### src/trxsp_pkg.sv
package trxsp_pkg;
    // bus geometry of the 64-bit receive port
    localparam int DATA_W = 64;
    localparam int BE_W = DATA_W / 8;
    localparam int BAR_W = 8;
    localparam int FUNC_W = 3;
    localparam int FIFO_DEPTH = 8;
    localparam int VALID_DROP_MAX = 3;
    // header field positions in dword 0, dword 1 and the last header dword
    localparam int FMT_4DW_BIT = 29;
    localparam int FMT_DATA_BIT = 30;
    localparam int LEN_LSB = 0;
    localparam int LEN_W = 10;
    localparam int FBE_LSB = 0;
    localparam int LBE_LSB = 4;
    localparam int ADDR2_BIT = 2;
    // reset values
    localparam logic [BE_W-1:0] BE_RST = 8'h00;

    // one beat as it leaves the port
    typedef struct packed {
        logic [DATA_W-1:0] data;
        logic [BE_W-1:0] be;
        logic sop;
        logic eop;
        logic [BAR_W-1:0] bar;
        logic [FUNC_W-1:0] func;
    } trxsp_beat_s;

    localparam int BEAT_W = $bits(trxsp_beat_s);
endpackage : trxsp_pkg

### src/trxsp_fifo.sv
`timescale 1ns/100ps
module trxsp_fifo #(
    parameter int WIDTH = 8,
    parameter int DEPTH = 8
) (
    input wire logic ref_clk_i,
    input wire logic nrst_i,
    input wire logic [WIDTH-1:0] in_data_i,
    input wire logic in_valid_i,
    output logic in_ready_o,
    output logic [WIDTH-1:0] out_data_o,
    output logic out_valid_o,
    input wire logic out_ready_i
);
    localparam int AW = $clog2(DEPTH);
    logic [WIDTH-1:0] mem_ff [DEPTH];
    logic [AW-1:0] wr_ptr_ff;
    logic [AW-1:0] rd_ptr_ff;
    logic [AW:0] cnt_ff;
    logic push;
    logic pop;

    // handshakes on both sides
    assign in_ready_o = (cnt_ff != (AW+1)'(DEPTH));
    assign out_valid_o = (cnt_ff != '0);
    assign push = in_valid_i && in_ready_o;
    assign pop = out_valid_o && out_ready_i;
    assign out_data_o = mem_ff[rd_ptr_ff];

    // storage
    always_ff @(posedge ref_clk_i) begin
        if (push) begin
            mem_ff[wr_ptr_ff] <= in_data_i;
        end
    end

    // pointers and fill count
    always_ff @(posedge ref_clk_i or negedge nrst_i) begin
        if (!nrst_i) begin
            wr_ptr_ff <= '0;
            rd_ptr_ff <= '0;
            cnt_ff <= '0;
        end else begin
            if (push) begin
                wr_ptr_ff <= (wr_ptr_ff == AW'(DEPTH-1)) ? '0 : wr_ptr_ff + 1'b1;
            end
            if (pop) begin
                rd_ptr_ff <= (rd_ptr_ff == AW'(DEPTH-1)) ? '0 : rd_ptr_ff + 1'b1;
            end
            cnt_ff <= cnt_ff + (AW+1)'(push) - (AW+1)'(pop);
        end
    end
endmodule : trxsp_fifo

### src/trxsp_rx_port.sv
`timescale 1ns/100ps
module trxsp_rx_port
    import trxsp_pkg::*;
(
    input wire logic ref_clk_i,
    input wire logic nrst_i,
    // dword stream from the protocol core, one dword per cycle
    input wire logic [31:0] core_dword_i,
    input wire logic core_dword_valid_i,
    input wire logic core_dword_last_i,
    input wire logic [BAR_W-1:0] core_bar_i,
    input wire logic [FUNC_W-1:0] core_func_i,
    output logic core_dword_ready_o,
    // application side
    output logic [DATA_W-1:0] rx_payload_bus_o,
    output logic [BE_W-1:0] rx_byte_enables_o,
    output logic rx_beat_valid_o,
    output logic rx_first_beat_o,
    output logic rx_last_beat_o,
    output logic [BAR_W-1:0] rx_window_hit_vector_o,
    output logic [FUNC_W-1:0] rx_func_num_o,
    input wire logic rx_sink_ready_i
);
    typedef enum logic [2:0] {
        ST_HDR = 3'b001,
        ST_DATA = 3'b010,
        ST_PAD = 3'b100
    } trxsp_state_e;


    // packet parsing state
    trxsp_state_e state_ff;
    logic [2:0] hdr_idx_ff;
    logic hdr4_ff;
    logic has_data_ff;
    logic [LEN_W-1:0] dw_left_ff;
    logic [3:0] fbe_ff;
    logic [3:0] lbe_ff;

    // lane pairing of dwords into beats
    logic first_dw_ff;
    logic lane_ff;
    logic [31:0] low_dw_ff;
    logic [3:0] low_be_ff;
    logic low_full_ff;
    logic pkt_start_ff;
    logic [BAR_W-1:0] bar_ff;
    logic [FUNC_W-1:0] func_ff;

    // beat buffer and output stage
    trxsp_beat_s beat_in;
    logic beat_push;
    logic fifo_in_ready;
    trxsp_beat_s fifo_out;
    logic fifo_out_valid;
    logic fifo_pop;
    logic out_full_ff;
    logic accept;

    // combinational helpers
    logic take;
    logic [3:0] cur_be;
    logic dw_is_last;
    logic hdr_end;

    // byte enable of one data dword from the header fields
    function automatic logic [3:0] dw_be(input logic first, input logic last,
                                        input logic [3:0] fbe, input logic [3:0] last_byte_enable_field);
        logic [3:0] r;
        r = 4'hF;
        if (first) begin
            r = fbe;
        end else if (last) begin
            r = last_byte_enable_field;
        end
        return r;
    endfunction : dw_be

    // a dword is taken only when a beat can be emitted if it completes one
    assign take = core_dword_valid_i && fifo_in_ready && (state_ff != ST_PAD);
    assign core_dword_ready_o = fifo_in_ready && (state_ff != ST_PAD);
    assign dw_is_last = (dw_left_ff == LEN_W'(1));
    assign hdr_end = hdr4_ff ? (hdr_idx_ff == 3'd3) : (hdr_idx_ff == 3'd2);
    assign cur_be = dw_be(first_dw_ff, dw_is_last && !first_dw_ff, fbe_ff, lbe_ff);

    // assemble 64-bit beats, lower dword in lower bits
    always_comb begin
        beat_in = '0;
        beat_push = 1'b0;
        beat_in.bar = bar_ff;
        beat_in.func = func_ff;
        beat_in.sop = pkt_start_ff;
        if (state_ff == ST_PAD) begin
            beat_push = low_full_ff;
            beat_in.data = {32'h0000_0000, low_dw_ff};
            beat_in.be = {4'h0, low_be_ff};
            beat_in.eop = 1'b1;
        end else if (take) begin
            if (lane_ff) begin
                beat_push = 1'b1;
                beat_in.data = {core_dword_i, low_dw_ff};
                beat_in.be = (state_ff == ST_DATA) ? {cur_be, low_be_ff} : BE_RST;
                beat_in.eop = core_dword_last_i;
            end else if (core_dword_last_i) begin
                beat_push = 1'b1;
                beat_in.data = {32'h0000_0000, core_dword_i};
                beat_in.be = (state_ff == ST_DATA) ? {4'h0, cur_be} : BE_RST;
                beat_in.eop = 1'b1;
            end
        end
    end

    // header parsing and lane tracking
    always_ff @(posedge ref_clk_i or negedge nrst_i) begin
        if (!nrst_i) begin
            state_ff <= ST_HDR;
            hdr_idx_ff <= '0;
            hdr4_ff <= 1'b0;
            has_data_ff <= 1'b0;
            dw_left_ff <= '0;
            fbe_ff <= '0;
            lbe_ff <= '0;
            first_dw_ff <= 1'b0;
            lane_ff <= 1'b0;
            low_dw_ff <= '0;
            low_be_ff <= '0;
            low_full_ff <= 1'b0;
            pkt_start_ff <= 1'b1;
            bar_ff <= '0;
            func_ff <= '0;
        end else if (state_ff == ST_PAD) begin
            if (fifo_in_ready) begin
                state_ff <= ST_HDR;
                lane_ff <= 1'b0;
                low_full_ff <= 1'b0;
                pkt_start_ff <= 1'b1;
                hdr_idx_ff <= '0;
            end
        end else if (take) begin
            if (!lane_ff) begin
                low_dw_ff <= core_dword_i;
                low_be_ff <= (state_ff == ST_DATA) ? cur_be : 4'h0;
                low_full_ff <= 1'b1;
            end else begin
                low_full_ff <= 1'b0;
            end
            if (beat_push) begin
                pkt_start_ff <= 1'b0;
            end
            lane_ff <= ~lane_ff;
            if (state_ff == ST_HDR) begin
                hdr_idx_ff <= hdr_idx_ff + 3'd1;
                if (hdr_idx_ff == 3'd0) begin
                    hdr4_ff <= core_dword_i[FMT_4DW_BIT];
                    has_data_ff <= core_dword_i[FMT_DATA_BIT];
                    dw_left_ff <= core_dword_i[LEN_LSB +: LEN_W];
                    bar_ff <= core_bar_i;
                    func_ff <= core_func_i;
                end
                if (hdr_idx_ff == 3'd1) begin
                    fbe_ff <= core_dword_i[FBE_LSB +: 4];
                    lbe_ff <= core_dword_i[LBE_LSB +: 4];
                end
                if (hdr_end && has_data_ff && !core_dword_last_i) begin
                    state_ff <= ST_DATA;
                    first_dw_ff <= 1'b1;
                    // unaligned 3-dword: data 0 follows in upper half
                    // aligned 4-dword: lane cleared, data 0 starts low with no pad
                    // a 3-dword header leaves dword two alone in the low lane, so data 0
                    // always pairs into the upper half; no pad is inserted there
                    if (hdr4_ff ? core_dword_i[ADDR2_BIT] == 1'b0 : 1'b0) begin
                        lane_ff <= 1'b0;
                    end
                end
            end else begin
                first_dw_ff <= 1'b0;
                dw_left_ff <= dw_left_ff - LEN_W'(1);
            end
            if (core_dword_last_i) begin
                if (beat_push) begin
                    state_ff <= ST_HDR;
                    lane_ff <= 1'b0;
                    low_full_ff <= 1'b0;
                    pkt_start_ff <= 1'b1;
                    hdr_idx_ff <= '0;
                end else begin
                    state_ff <= ST_PAD;
                end
            end
        end
    end

    trxsp_fifo #(
        .WIDTH(BEAT_W),
        .DEPTH(FIFO_DEPTH)
    ) u_fifo (
        .ref_clk_i(ref_clk_i),
        .nrst_i(nrst_i),
        .in_data_i(beat_in),
        .in_valid_i(beat_push),
        .in_ready_o(fifo_in_ready),
        .out_data_o(fifo_out),
        .out_valid_o(fifo_out_valid),
        .out_ready_i(fifo_pop)
    );

    // a beat is handed over only when valid and ready meet at one edge
    assign accept = rx_beat_valid_o && rx_sink_ready_i;

    // output register loads only when empty or its beat is handed over
    assign fifo_pop = fifo_out_valid && (!out_full_ff || accept);

    // output register occupancy, independent of what valid shows
    always_ff @(posedge ref_clk_i or negedge nrst_i) begin
        if (!nrst_i) begin
            out_full_ff <= 1'b0;
        end else if (!out_full_ff || accept) begin
            out_full_ff <= fifo_out_valid;
        end
    end

    // valid follows last cycle's ready, so it falls one cycle after ready drops
    // while the held beat itself stays put until it is handed over
    always_ff @(posedge ref_clk_i or negedge nrst_i) begin
        if (!nrst_i) begin
            rx_beat_valid_o <= 1'b0;
        end else begin
            rx_beat_valid_o <= ((out_full_ff && !accept) || fifo_pop) && rx_sink_ready_i;
        end
    end

    // output flip-flops, held while stalled
    always_ff @(posedge ref_clk_i or negedge nrst_i) begin
        if (!nrst_i) begin
            rx_payload_bus_o <= '0;
            rx_byte_enables_o <= BE_RST;
            rx_first_beat_o <= 1'b0;
            rx_last_beat_o <= 1'b0;
            rx_window_hit_vector_o <= '0;
            rx_func_num_o <= '0;
        end else begin
            if (fifo_pop) begin
                rx_payload_bus_o <= fifo_out.data;
                rx_byte_enables_o <= fifo_out.be;
                rx_first_beat_o <= fifo_out.sop;
                rx_last_beat_o <= fifo_out.eop;
                rx_window_hit_vector_o <= fifo_out.bar;
                rx_func_num_o <= fifo_out.func;
            end
        end
    end
endmodule : trxsp_rx_port

### config.mk
export PLATFORM = sky130hd
export DESIGN_NAME = trxsp_rx_port
export DESIGN_NICKNAME = d
export VERILOG_FILES = /design/src/trxsp_pkg.sv /design/src/trxsp_fifo.sv /design/src/trxsp_rx_port.sv
export SDC_FILE = /design/constraint.sdc
export NUM_CORES = 1
export LEC_CHECK = 0
export ABC_AREA = 1
export BUFFER_PORTS_ARGS = -buffer_cell sky130_fd_sc_hd__buf_2
export CORE_MARGIN = 1.5
export CORE_UTILIZATION = 30
export CTS_CLUSTER_SIZE = 25
export DETAILED_ROUTE_END_ITERATION = 7
export MAX_ROUTING_LAYER = met4
export PLACE_DENSITY_LB_ADDON = 0.08
export SYNTH_ARGS = -nofsm -noshare
export SYNTH_HDL_FRONTEND = slang
export SYNTH_SLANG_ARGS = --single-unit
### constraint.sdc
create_clock -name ref_clk_i -period 5.3 [get_ports ref_clk_i]
set_clock_uncertainty 0.2 [all_clocks]
set_input_delay 0.265 -clock ref_clk_i [delete_from_list [all_inputs] [get_ports ref_clk_i]]
set_output_delay 0.265 -clock ref_clk_i [all_outputs]
set_load 0.02 [all_outputs]
==> summary.md, run 1 <==
| Metric | Value |
|---|---|
| GPL Wtd Cong | `0.753` |
| DR WL/cell | `~22 um` |
| Slowest-stage cell, CP | `nor2_4` |
| Pin count of the biggest net entering global routing | `199` |
| Crit path max fanout | `26` |
| Post-synthesis net count | `roughly 3,000` |
| Yosys top cell by area | `edfxtp_1` |
| Vias | `around 22,000` |
| Worst vdd ir | `around 380 uV` |
| Routed Wire Length | `a little over 100,000 um` |
| Ys async rst share | `0.204` |
| Critical path required time | `roughly 5.4 ns` |
| Dominant cell by count in the synthesized netlist | `edfxtp_1` |
| Max-slew violation count | `0` |
| Post-Syn Area | `roughly 34,000 um^2` |
| Area after DPL | `between 30,000 and 40,000 um^2` |
| Post-CTS Setup Repair Bufs | `0` |
| Total global routing overflow | `0` |
| Top cell type's share of synthesized area | `0.595` |
| First drt pass iteration count | `5` |
| Synthesis warning total | `0` |
| Reg2reg path depth | `10` |
| Clock sinks | `854` |
| Max capacitance violation total | `0` |
| Synth Instances | `approximately 2,900` |
| Post-route DRC | `0` |
| Synth cell count leaders | `edfxtp_1 (680), nor2_1 (454), o21ai_0 (382), nand2_1 (367), inv_1 (179)` |
| CTS tree | `yes` |
| IO Count | `around 140` |
| Hold WC Path Type | `input port to asynchronous set/reset pin` |
| CP most frequent cell | `nand2_1` |
| Syn avg cell area | `roughly 12 um^2` |
| Pwr dens | `roughly 580 nW/um^2` |
| Syn-to-layout area delta | `18.1%` |
| Number of buffers created by CTS | `98` |
| Synth unique cells | `37` |
| Number of flops mapped to enable cells by yosys | `680` |
| Die height | `around 340 um` |
| Sequential-to-total area share from yosys stat | `0.722` |
| Final cell count without fillers | `about 4,600` |
| WP data arrival | `3.80 ns` |
| Worst reg-to-reg setup slack | `approximately 1.6 ns` |
| Status | `completed` |
| Clk_lat worst skew | `roughly 0.66 ns` |
| Via density | `about 4.8` |
| Vias in the first global route | `22,290` |
| R2R Path Start | `u_fifo.cnt_ff[2]` |
| Die Wd | `341 um` |
| Placed cells | `between 4,000 and 5,000` |
| Crit end category | `flip-flop` |
| Placed wire-length estimate | `55,200 um` |
| Row count | `123` |
| Final Cycle Share | `0.701` |
| Ys flop type | `edfxtp_1` |
| FMAX | `about 0.27 GHz` |
| Finished Core Util | `0.359` |
| Post-layout power | `23.3 mW` |
| Delay-heaviest family, CP | `simple AND/OR/NAND/NOR gates` |
| Die area | `~120,000 um^2` |
| Initial Utilization | `0.304` |
| Slew HR | `0.279` |
| Min Tclk post-route | `approximately 3.7 ns` |
| WS Path Type | `flip-flop to flip-flop` |
| Number of synthesized register bits | `854` |
| IO buf count | `134` |
| Fin nets | `between 3,000 and 4,000` |
| Iteration-0 DRC Markers | `~1,600` |
| Final Hold Vio Count | `0` |
| CP startpoint kind | `flip-flop` |
| Critical path's largest stage delay | `around 0.65 ns` |
| Hold Worst Slack | `around 0.029 ns` |
| Post-CTS sizing | `0` |
| CP cell instances | `inv_1 > ha_1 > nand2_1 > nand2_1 > nor2_8 > nand2_1 > nand2_1 > nand2_1 > nor2_4 > buf_4` |
| Synth top area cells | `edfxtp_1 (60%), dfrtp_1 (13%), o21ai_0 (5.6%)` |
| Initial antenna violation count | `5` |
| Share of cells above drive strength 1 | `0.118` |
| Post-route cell area | `40,500 um^2` |
| Total track usage | `0.179` |
| FF-to-FF End | `u_fifo.mem_ff[5][37]` |
| Core Box Area | `113,000 um^2` |
| Worst path bufs/invs | `2` |
| CTS root buffer | `clkbuf_16` |
| First-pass GRT wire length | `150,000 um` |
| Max H-tree Level | `3` |
| Worst Tran Pin Value | `between 1 and 1.5 ns` |
| Maximum buffer depth of the clock tree | `3` |
| Setup violations, final | `0` |
| Hold-fix buffers, CTS | `between 40 and 50` |
| RSZ-0062 raised after global routing | `false` |
| Clock slew at reported path FFs | `~0.060 ns` |
| Antenna-violating nets left | `0` |
| Pleak | `15.1 nW` |
final cells by class:
class                           instances  area (um^2)
Antenna cell                            2         5.00
Tap cell                             1500         1880
Sequential cell                       854        24800
Clock buffer                          139         2850
Inverter                              182          699
Fill cell                           11171        72400
Clock inverter                         45          546
Multi-Input combinational cell       1682         8090
Timing Repair Buffer                  219         1670
placed cells by master (no fill, tap or decap), types with 7 or more instances in the layout:
cell	n
bufinv_16	12
buf_12	18
o21ai_1	56
ha_1	15
edfxtp_1	680
o21ai_0	382
clkbuf_1	22
buf_2	133
dfrtp_1	169
buf_4	18
o21ai_2	9
clkinvlp_4	7
nand3_1	141
clkbuf_16	103
a21oi_1	88
dlygate4sd3_1	49
nor2_4	8
o211ai_1	146
clkinv_2	21
inv_1	177
nor2_1	446
clkbuf_8	14
nand2_1	366
cell families (layout without fill, tap and decap cells):
group / count (synthesis) / after routing / synth area share
buf+inv: 356 / 585 / 0.0442
simple gates: 979 / 979 / 0.115
fa+ha+maj: 16 / 16 / 0.00605
xor+xnor: 3 / 3 / 0.000766
other cells: 0 / 2 / 0
compound gates: 684 / 684 / 0.112
flops: 854 / 854 / 0.722
power breakdown:
part           leakage, nW  switching, mW  internal, mW
logic                 5.01           4.96          1.95
registers             8.38          0.800          8.55
clock network         1.66           2.76          4.33
state kept, by name, indices dropped and copies added (netlist names), 3 cells and up:
signal,flops
rx_payload_bus_o,64
u_fifo.cnt_ff,4
bar_ff,8
rx_window_hit_vector_o,8
hdr_idx_ff,3
fbe_ff,4
low_be_ff,4
func_ff,3
rx_func_num_o,3
state_ff,3
u_fifo.wr_ptr_ff,3
u_fifo.mem_ff,680
rx_byte_enables_o,8
lbe_ff,4
low_dw_ff,32
u_fifo.rd_ptr_ff,3
dw_left_ff,10
worst max path at each step:
stage	from	to	cells after the start
2_1_floorplan	u_fifo.cnt_ff[2]	u_fifo.mem_ff[0][0]	10
3_3_place_gp	u_fifo.cnt_ff[2]	u_fifo.mem_ff[5][43]	10
3_5_place_dp	u_fifo.cnt_ff[2]	u_fifo.mem_ff[5][43]	10
4_1_cts	u_fifo.cnt_ff[2]	u_fifo.mem_ff[5][41]	10
5_1_grt	u_fifo.cnt_ff[2]	u_fifo.mem_ff[5][40]	10
6_report	u_fifo.cnt_ff[2]	u_fifo.mem_ff[5][37]	10
metal layers:
layer / track usage / vias up / part of all wire
met1: 0.240 / 11218 / 0.47
met4: 0.0506 / 0 / 0.022
met2: 0.285 / 438 / 0.47
met3: 0.0257 / 109 / 0.039
met5: - / - / 0
li1: - / 10460 / -
stage by stage:
stage / TNS (ns) / setup WS [ns]
global placement: 0 / 1.48
detailed placement: 0 / 1.53
global route: 0 / 1.28
finish: 0 / 1.58
CTS: 0 / 1.51
floorplan: -244.40 / -0.359
worst register-to-register path, stage by stage, from the launching register on:
cell,delay (ns)
dfrtp_1,0.32
inv_1,0.07
ha_1,0.19
nand2_1,0.13
nand2_1,0.19
nor2_8,0.28
nand2_1,0.10
nand2_1,0.13
nand2_1,0.51
nor2_4,0.66
buf_4,0.53
No activity file was read; power rests on OpenSTA's default activity.
==> run 2: changes to the inputs <==
Clock period 5.3 ns to 3.75 ns, I/O delays scaled along.
==> run 2 against run 1 <==
Net effect: die area did not move; flip-flop and latch count is the same; via count barely moved; first-iteration DRC count shrank 5.4%; largest power group unchanged; clock power is 34% higher; final area rose by 0.49%.
==> summary.md, run 2 (synthesized netlist as in run 1, its figures left out) <==
| Metric | Value |
|---|---|
| Status | `completed` |
| CP most frequent cell | `nand2_1` |
| Most common cell after layout, fill and taps aside | `edfxtp_1` |
| Top flop regs | `u_fifo.mem_ff (680), rx_payload_bus_o (64), low_dw_ff (32)` |
| Post-route DRC | `0` |
| Pleak | `15.2 nW` |
| Post-route cell area | `40,700 um^2` |
| Reg2reg path depth | `10` |
| Row count | `123` |
| Die area | `around 120,000 um^2` |
| Pwr dens | `~800 nW/um^2` |
| IO Count | `roughly 140` |
| Vias in the first global route | `~23,000` |
| Fin nets | `3,130` |
| Crit end category | `flip-flop` |
| WP data arrival | `~3.3 ns` |
| Max-slew violation count | `0` |
| RSZ-0062 raised after global routing | `false` |
| Maximum buffer depth of the clock tree | `3` |
| Routed Wire Length | `just over 100,000 um` |
| First-pass GRT wire length | `151,000 um` |
| Total track usage | `0.180` |
| GPL Wtd Cong | `around 0.76` |
| Max FFs per register | `between 600 and 700` |
| Max H-tree Level | `3` |
| Commonest non-fill, non-tap cells in the layout | `edfxtp_1 (680), nor2_1 (446), o21ai_0 (382)` |
| First drt pass iteration count | `5` |
| Multi-input logic area | `around 8100 um^2` |
| Worst vdd ir | `472 uV` |
| CP cell instances | `inv_1 > ha_1 > nand2_1 > nand2_1 > nor2_8 > nand2_1 > nand2_1 > nand2_1 > nor2_4 > buf_4` |
| Final Cycle Share | `0.838` |
| Worst reg-to-reg setup slack | `about 0.6 ns` |
| WS Path Type | `flip-flop to flip-flop` |
| WHS Path Cells | `4` |
| Placed wire-length estimate | `between 50,000 and 60,000 um` |
| Final Hold Vio Count | `0` |
| Iteration-0 DRC Markers | `between 1,500 and 2,000` |
| Hold_sp | `core_bar_i[1]` |
| Core Box Area | `approximately 110,000 um^2` |
| Clk_lat worst skew | `about 0.67 ns` |
| DR WL/cell | `21.8 um` |
| Crit path max fanout | `12` |
| Min Tclk post-route | `roughly 3.1 ns` |
| Antenna-violating nets left | `0` |
| Pin count of the biggest net entering global routing | `between 150 and 200` |
| Critical path's largest stage delay | `0.74 ns` |
| Slowest-stage cell, CP | `nor2_4` |
| Via density | `about 4.8` |
| Max capacitance violation total | `0` |
| WHS Endpoint | `bar_ff[1]` |
| Vias | `roughly 22,000` |
| IO buf count | `around 130` |
| Filler cell count | `around 11,000` |
| Worst Setup SP | `u_fifo.cnt_ff[2]` |
| Initial antenna violation count | `7` |
| FMAX | `between 0.3 and 0.4 GHz` |
| Delay-heaviest family, CP | `simple AND/OR/NAND/NOR gates` |
| Share of cells above drive strength 1 | `0.122` |
| Syn-to-layout area delta | `18.7%` |
| Total global routing overflow | `0` |
| Worst Tran Pin Value | `0.995 ns` |
| R2R Path Start | `u_fifo.cnt_ff[2]` |
| Setup violations, final | `0` |
| Worst path bufs/invs | `2` |
| Clock slew at reported path FFs | `0.06 ns` |
| CTS tree | `yes` |
| Number of buffers created by CTS | `97` |
| Critical path required time | `~4 ns` |
| FF-to-FF End | `u_fifo.mem_ff[1][8]` |
| Setup tns final | `0 ns` |
| Final worst-path setup slack | `roughly 0.61 ns` |
| Hold WC Path Type | `input port to flip-flop` |
| Die height | `approximately 340 um` |
| Largest register by flop count | `u_fifo.mem_ff` |
| Slew HR | `0.337` |
| Die Wd | `~340 um` |
| Initial Utilization | `0.304` |
| Place WS | `0.531 ns` |
| CTS root buffer | `clkbuf_16` |
| Clock sinks | `between 800 and 900` |
| Area after DPL | `about 37,000 um^2` |
| Storage cell area | `around 25,000 um^2` |
| CP startpoint kind | `flip-flop` |
## run 2: cell count changes in the layout (fill, tap and decap cells not counted), sizes merged
cell / delta
buf: +30
bufinv: -6
clkbuf: +4
clkinv: +3
clkinvlp: -5
inv: +1
## run 2: per-layer routing
metal | vias up | wire length (um) | part of all wire | GRT usage
met5 | - | 0 | 0 | -
met1 | 11063 | 45700 | 0.45 | 0.234
met2 | 496 | 48900 | 0.48 | 0.293
li1 | 10524 | - | - | -
met3 | 149 | 4240 | 0.042 | 0.0252
met4 | 0 | 2560 | 0.025 | 0.0503
## run 2: where the power goes
part	switching, mW	internal, mW
Combinational	7.35	2.93
Sequential	0.851	12.1
Clock	3.88	5.60
## run 2: worst max path at each step
stage	cells past startpoint	endpoint	slack, ns
2_1_floorplan	10	u_fifo.mem_ff[1][0]	-0.51
3_3_place_gp	10	u_fifo.mem_ff[1][7]	0.55
3_5_place_dp	10	u_fifo.mem_ff[1][6]	0.53
4_1_cts	10	u_fifo.mem_ff[1][8]	0.51
5_1_grt	10	u_fifo.mem_ff[1][8]	0.31
6_report	10	u_fifo.mem_ff[1][8]	0.61
## run 2: tightest hold or removal path: cells and delay by family
kind,cells,cell delay (ns)
buf+inv,3,0.69
compound gates,1,0.05
## run 2: metrics by stage
step	instances	util	hold WS (ns)	total power [mW]
global placement	4417	0.328	-0.0342	23.5
finish	4650	0.360	0.0984	32.7
detailed placement	4417	0.328	-0.0337	23.6
CTS	4648	0.360	0.0396	33.3
global route	4649	0.360	0.0843	34.8
floorplan	2892	-	-0.308	19.6
## run 2: repair_timing
item / in CTS / in global routing
setup endpoints to repair: 0 / 0
setup buffers: 0 / 0
gates resized for setup: 0 / 0
endpoints found under the hold margin: 254 / 0
hold buffers: 50 / 0
## run 2: cell type report
class / count / area share
sequential: 854 / 0.609
multi-input combinational: 1682 / 0.199
clock buffer: 143 / 0.0691
timing repair buffer: 249 / 0.0509
tap: 1500 / 0.0461
inverter: 182 / 0.0171
clock inverter: 38 / 0.00928
antenna: 2 / 0.000123
==> run 3: changes to the inputs <==
Clock period 3.75 ns to 2.6 ns, I/O delays scaled along.
==> run 3 against run 2 <==
Net effect: largest power group unchanged; worst setup slack got worse by 0.45 ns; final area increased by 1.4%; critical endpoint is now u_fifo.cnt_ff[2]; combinational power increased by 49%; register-to-register slack got worse by 0.45 ns; first-iteration DRC count increased by 5.0%; sequential power increased by 44%; non-clock buffer count increased by 20; worst hold slack got worse by 0.035 ns; highest routed layer unchanged; via count decreased by 0.13%; clock power increased by 47%; fmax increased by 28%; total power increased by 46%.
==> summary.md, run 3 (synthesized netlist as in run 1, its figures left out) <==
| Metric | Value |
|---|---|
| Via density | `~4.8` |
| Worst vdd ir | `around 870 uV` |
| Die area | `around 120,000 um^2` |
| WHS Endpoint | `func_ff[0]` |
| Placed wire-length estimate | `roughly 58,000 um` |
| Crit path max fanout | `13` |
| Largest register by flop count | `u_fifo.mem_ff` |
| FF-to-FF End | `u_fifo.cnt_ff[2]` |
| Slew HR | `0.488` |
| Vias | `about 22,000` |
| Final Cycle Share | `0.941` |
| CTS tree | `yes` |
| Sequential fraction of design power | `0.389` |
| Routed Wire Length | `between 100,000 and 150,000 um` |
| Setup violations, final | `0` |
| CP startpoint kind | `flip-flop` |
| WHS Path Cells | `4` |
| Commonest non-fill, non-tap cells in the layout | `edfxtp_1 (680), nor2_1 (446), o21ai_0 (382)` |
| GPL Wtd Cong | `~0.77` |
| First-pass GRT wire length | `~150,000 um` |
| Place WS | `about 0.044 ns` |
| Hold_sp | `core_func_i[0]` |
| Max H-tree Level | `3` |
| Die Wd | `around 340 um` |
| R2R Path Start | `u_fifo.cnt_ff[1]` |
| CP most frequent cell | `nand2_4` |
| IO buf count | `around 130` |
| Final Hold Vio Count | `0` |
| Critical path's largest stage delay | `approximately 0.4 ns` |
| Clock sinks | `roughly 850` |
| Min Tclk post-route | `2.45 ns` |
| RSZ-0062 raised after global routing | `false` |
| Clock share of power | `0.291` |
| Finished Core Util | `0.365` |
| WP data arrival | `2.79 ns` |
| Worst reg-to-reg setup slack | `around 0.15 ns` |
| Hold WC Path Type | `input port to flip-flop` |
| Number of buffers created by CTS | `between 90 and 100` |
| Clock slew at reported path FFs | `about 0.060 ns` |
| DR WL/cell | `21.8 um` |
| Max-slew violation count | `0` |
| Hold Worst Slack | `about 0.063 ns` |
| Top flop regs | `u_fifo.mem_ff (680), rx_payload_bus_o (64), low_dw_ff (32)` |
| Switching part of the total | `0.365` |
| Post-route DRC | `0` |
| Initial antenna violation count | `3` |
| Max FFs per register | `680` |
| Post-layout power | `47.8 mW` |
| Total global routing overflow | `0` |
| Most common cell after layout, fill and taps aside | `edfxtp_1` |
| Core Box Area | `around 110,000 um^2` |
| FMAX | `about 0.41 GHz` |
| Initial Utilization | `0.304` |
| Final worst-path setup slack | `0.153 ns` |
| WS Path Type | `flip-flop to flip-flop` |
| Crit end category | `flip-flop` |
| Share of cells above drive strength 1 | `0.132` |
| Net Switching | `around 17 mW` |
| Area after DPL | `37,400 um^2` |
| Pleak | `~15 nW` |
| Gate power share | `0.320` |
| Slowest-stage cell, CP | `fa_1` |
| Vias in the first global route | `22,674` |
| IO Count | `between 100 and 150` |
| Critical path required time | `2.95 ns` |
| CTS root buffer | `clkbuf_16` |
| Syn-to-layout area delta | `20.3%` |
| Row count | `123` |
| Clk_lat worst skew | `0.67 ns` |
| Reg2reg path depth | `11` |
| Status | `completed` |
| Iteration-0 DRC Markers | `around 1,600` |
| Maximum buffer depth of the clock tree | `3` |
| Total track usage | `0.182` |
| Worst Tran Pin Value | `approximately 0.76 ns` |
| Die height | `around 340 um` |
| First drt pass iteration count | `6` |
| Pin count of the biggest net entering global routing | `approximately 140` |
| Cell Int Power | `a little over 30 mW` |
| Max capacitance violation total | `0` |
| Fin nets | `3,152` |
| Post-route cell area | `roughly 41,000 um^2` |
| Pwr dens | `around 1200 nW/um^2` |
| CP cell instances | `nor2_1 > nand2_4 > nand2_4 > nor2_8 > nand2_2 > nand2_4 > nand2_8 > inv_1 > ha_1 > fa_1 > xor2_1` |
| Antenna-violating nets left | `0` |
run 3: layout make-up:
class | instances | area (um^2)
timing repair buffer | 269 | 2480
sequential | 854 | 24800
clock buffer | 145 | 2940
antenna | 3 | 7.51
clock inverter | 38 | 343
inverter | 182 | 697
tap | 1500 | 1880
multi-input combinational | 1682 | 8150
fill | 11022 | 71700
run 3: power by group through the flow:
stage / Combinational (mW) / Clock, mW / Sequential, mW
final: 15.3 / 13.9 / 18.6
after global routing: 17.3 / 14.9 / 18.9
after CTS: 15.7 / 14.3 / 18.7
after detailed placement: 15.6 / 0 / 18.9
after global placement: 15.5 / 0 / 18.9
after floorplan: 9.05 / 0 / 19.3
run 3: worst max-delay path, delay by kind of cell, from the launching register on:
| kind | cells | cell delay (ns) |
|---|---|---|
| AND/OR/NAND/NOR | 7 | 0.85 |
| adder cells (fa/ha/maj) | 2 | 0.63 |
| flip-flops | 1 | 0.40 |
| XOR/XNOR | 1 | 0.17 |
| buffers and inverters | 1 | 0.08 |
run 3: how the worst max path moves through the flow:
stage	from	end	slack, ns
6_report	u_fifo.cnt_ff[1]	u_fifo.cnt_ff[2]	0.15
5_1_grt	u_fifo.cnt_ff[3]	u_fifo.mem_ff[6][74]	0.02
4_1_cts	u_fifo.cnt_ff[3]	u_fifo.mem_ff[0][74]	0.02
3_5_place_dp	u_fifo.cnt_ff[1]	u_fifo.cnt_ff[2]	0.04
3_3_place_gp	u_fifo.cnt_ff[0]	u_fifo.cnt_ff[2]	0.05
2_1_floorplan	u_fifo.cnt_ff[3]	u_fifo.mem_ff[7][0]	-0.52
run 3: layer usage:
metal	track usage	routed length, um	up-vias
met5	-	0	-
li1	-	-	10582
met4	0.0419	2180	0
met2	0.299	49600	387
met3	0.0266	3680	127
met1	0.238	46500	11108
run 3: timing repair:
action                                 4_1_cts  5_1_grt
gates resized for setup                      0        7
hold buffers                                49        0
endpoints found under the hold margin      312        0
setup endpoints to repair                    0      165
setup buffers                                0        2
run 3: per-stage QoR:
step | instances | TNS (ns)
after floorplan | 2892 | -342.19
after global placement | 4436 | 0
after detailed placement | 4436 | 0
after CTS | 4668 | 0
after global routing | 4671 | 0
final | 4673 | 0
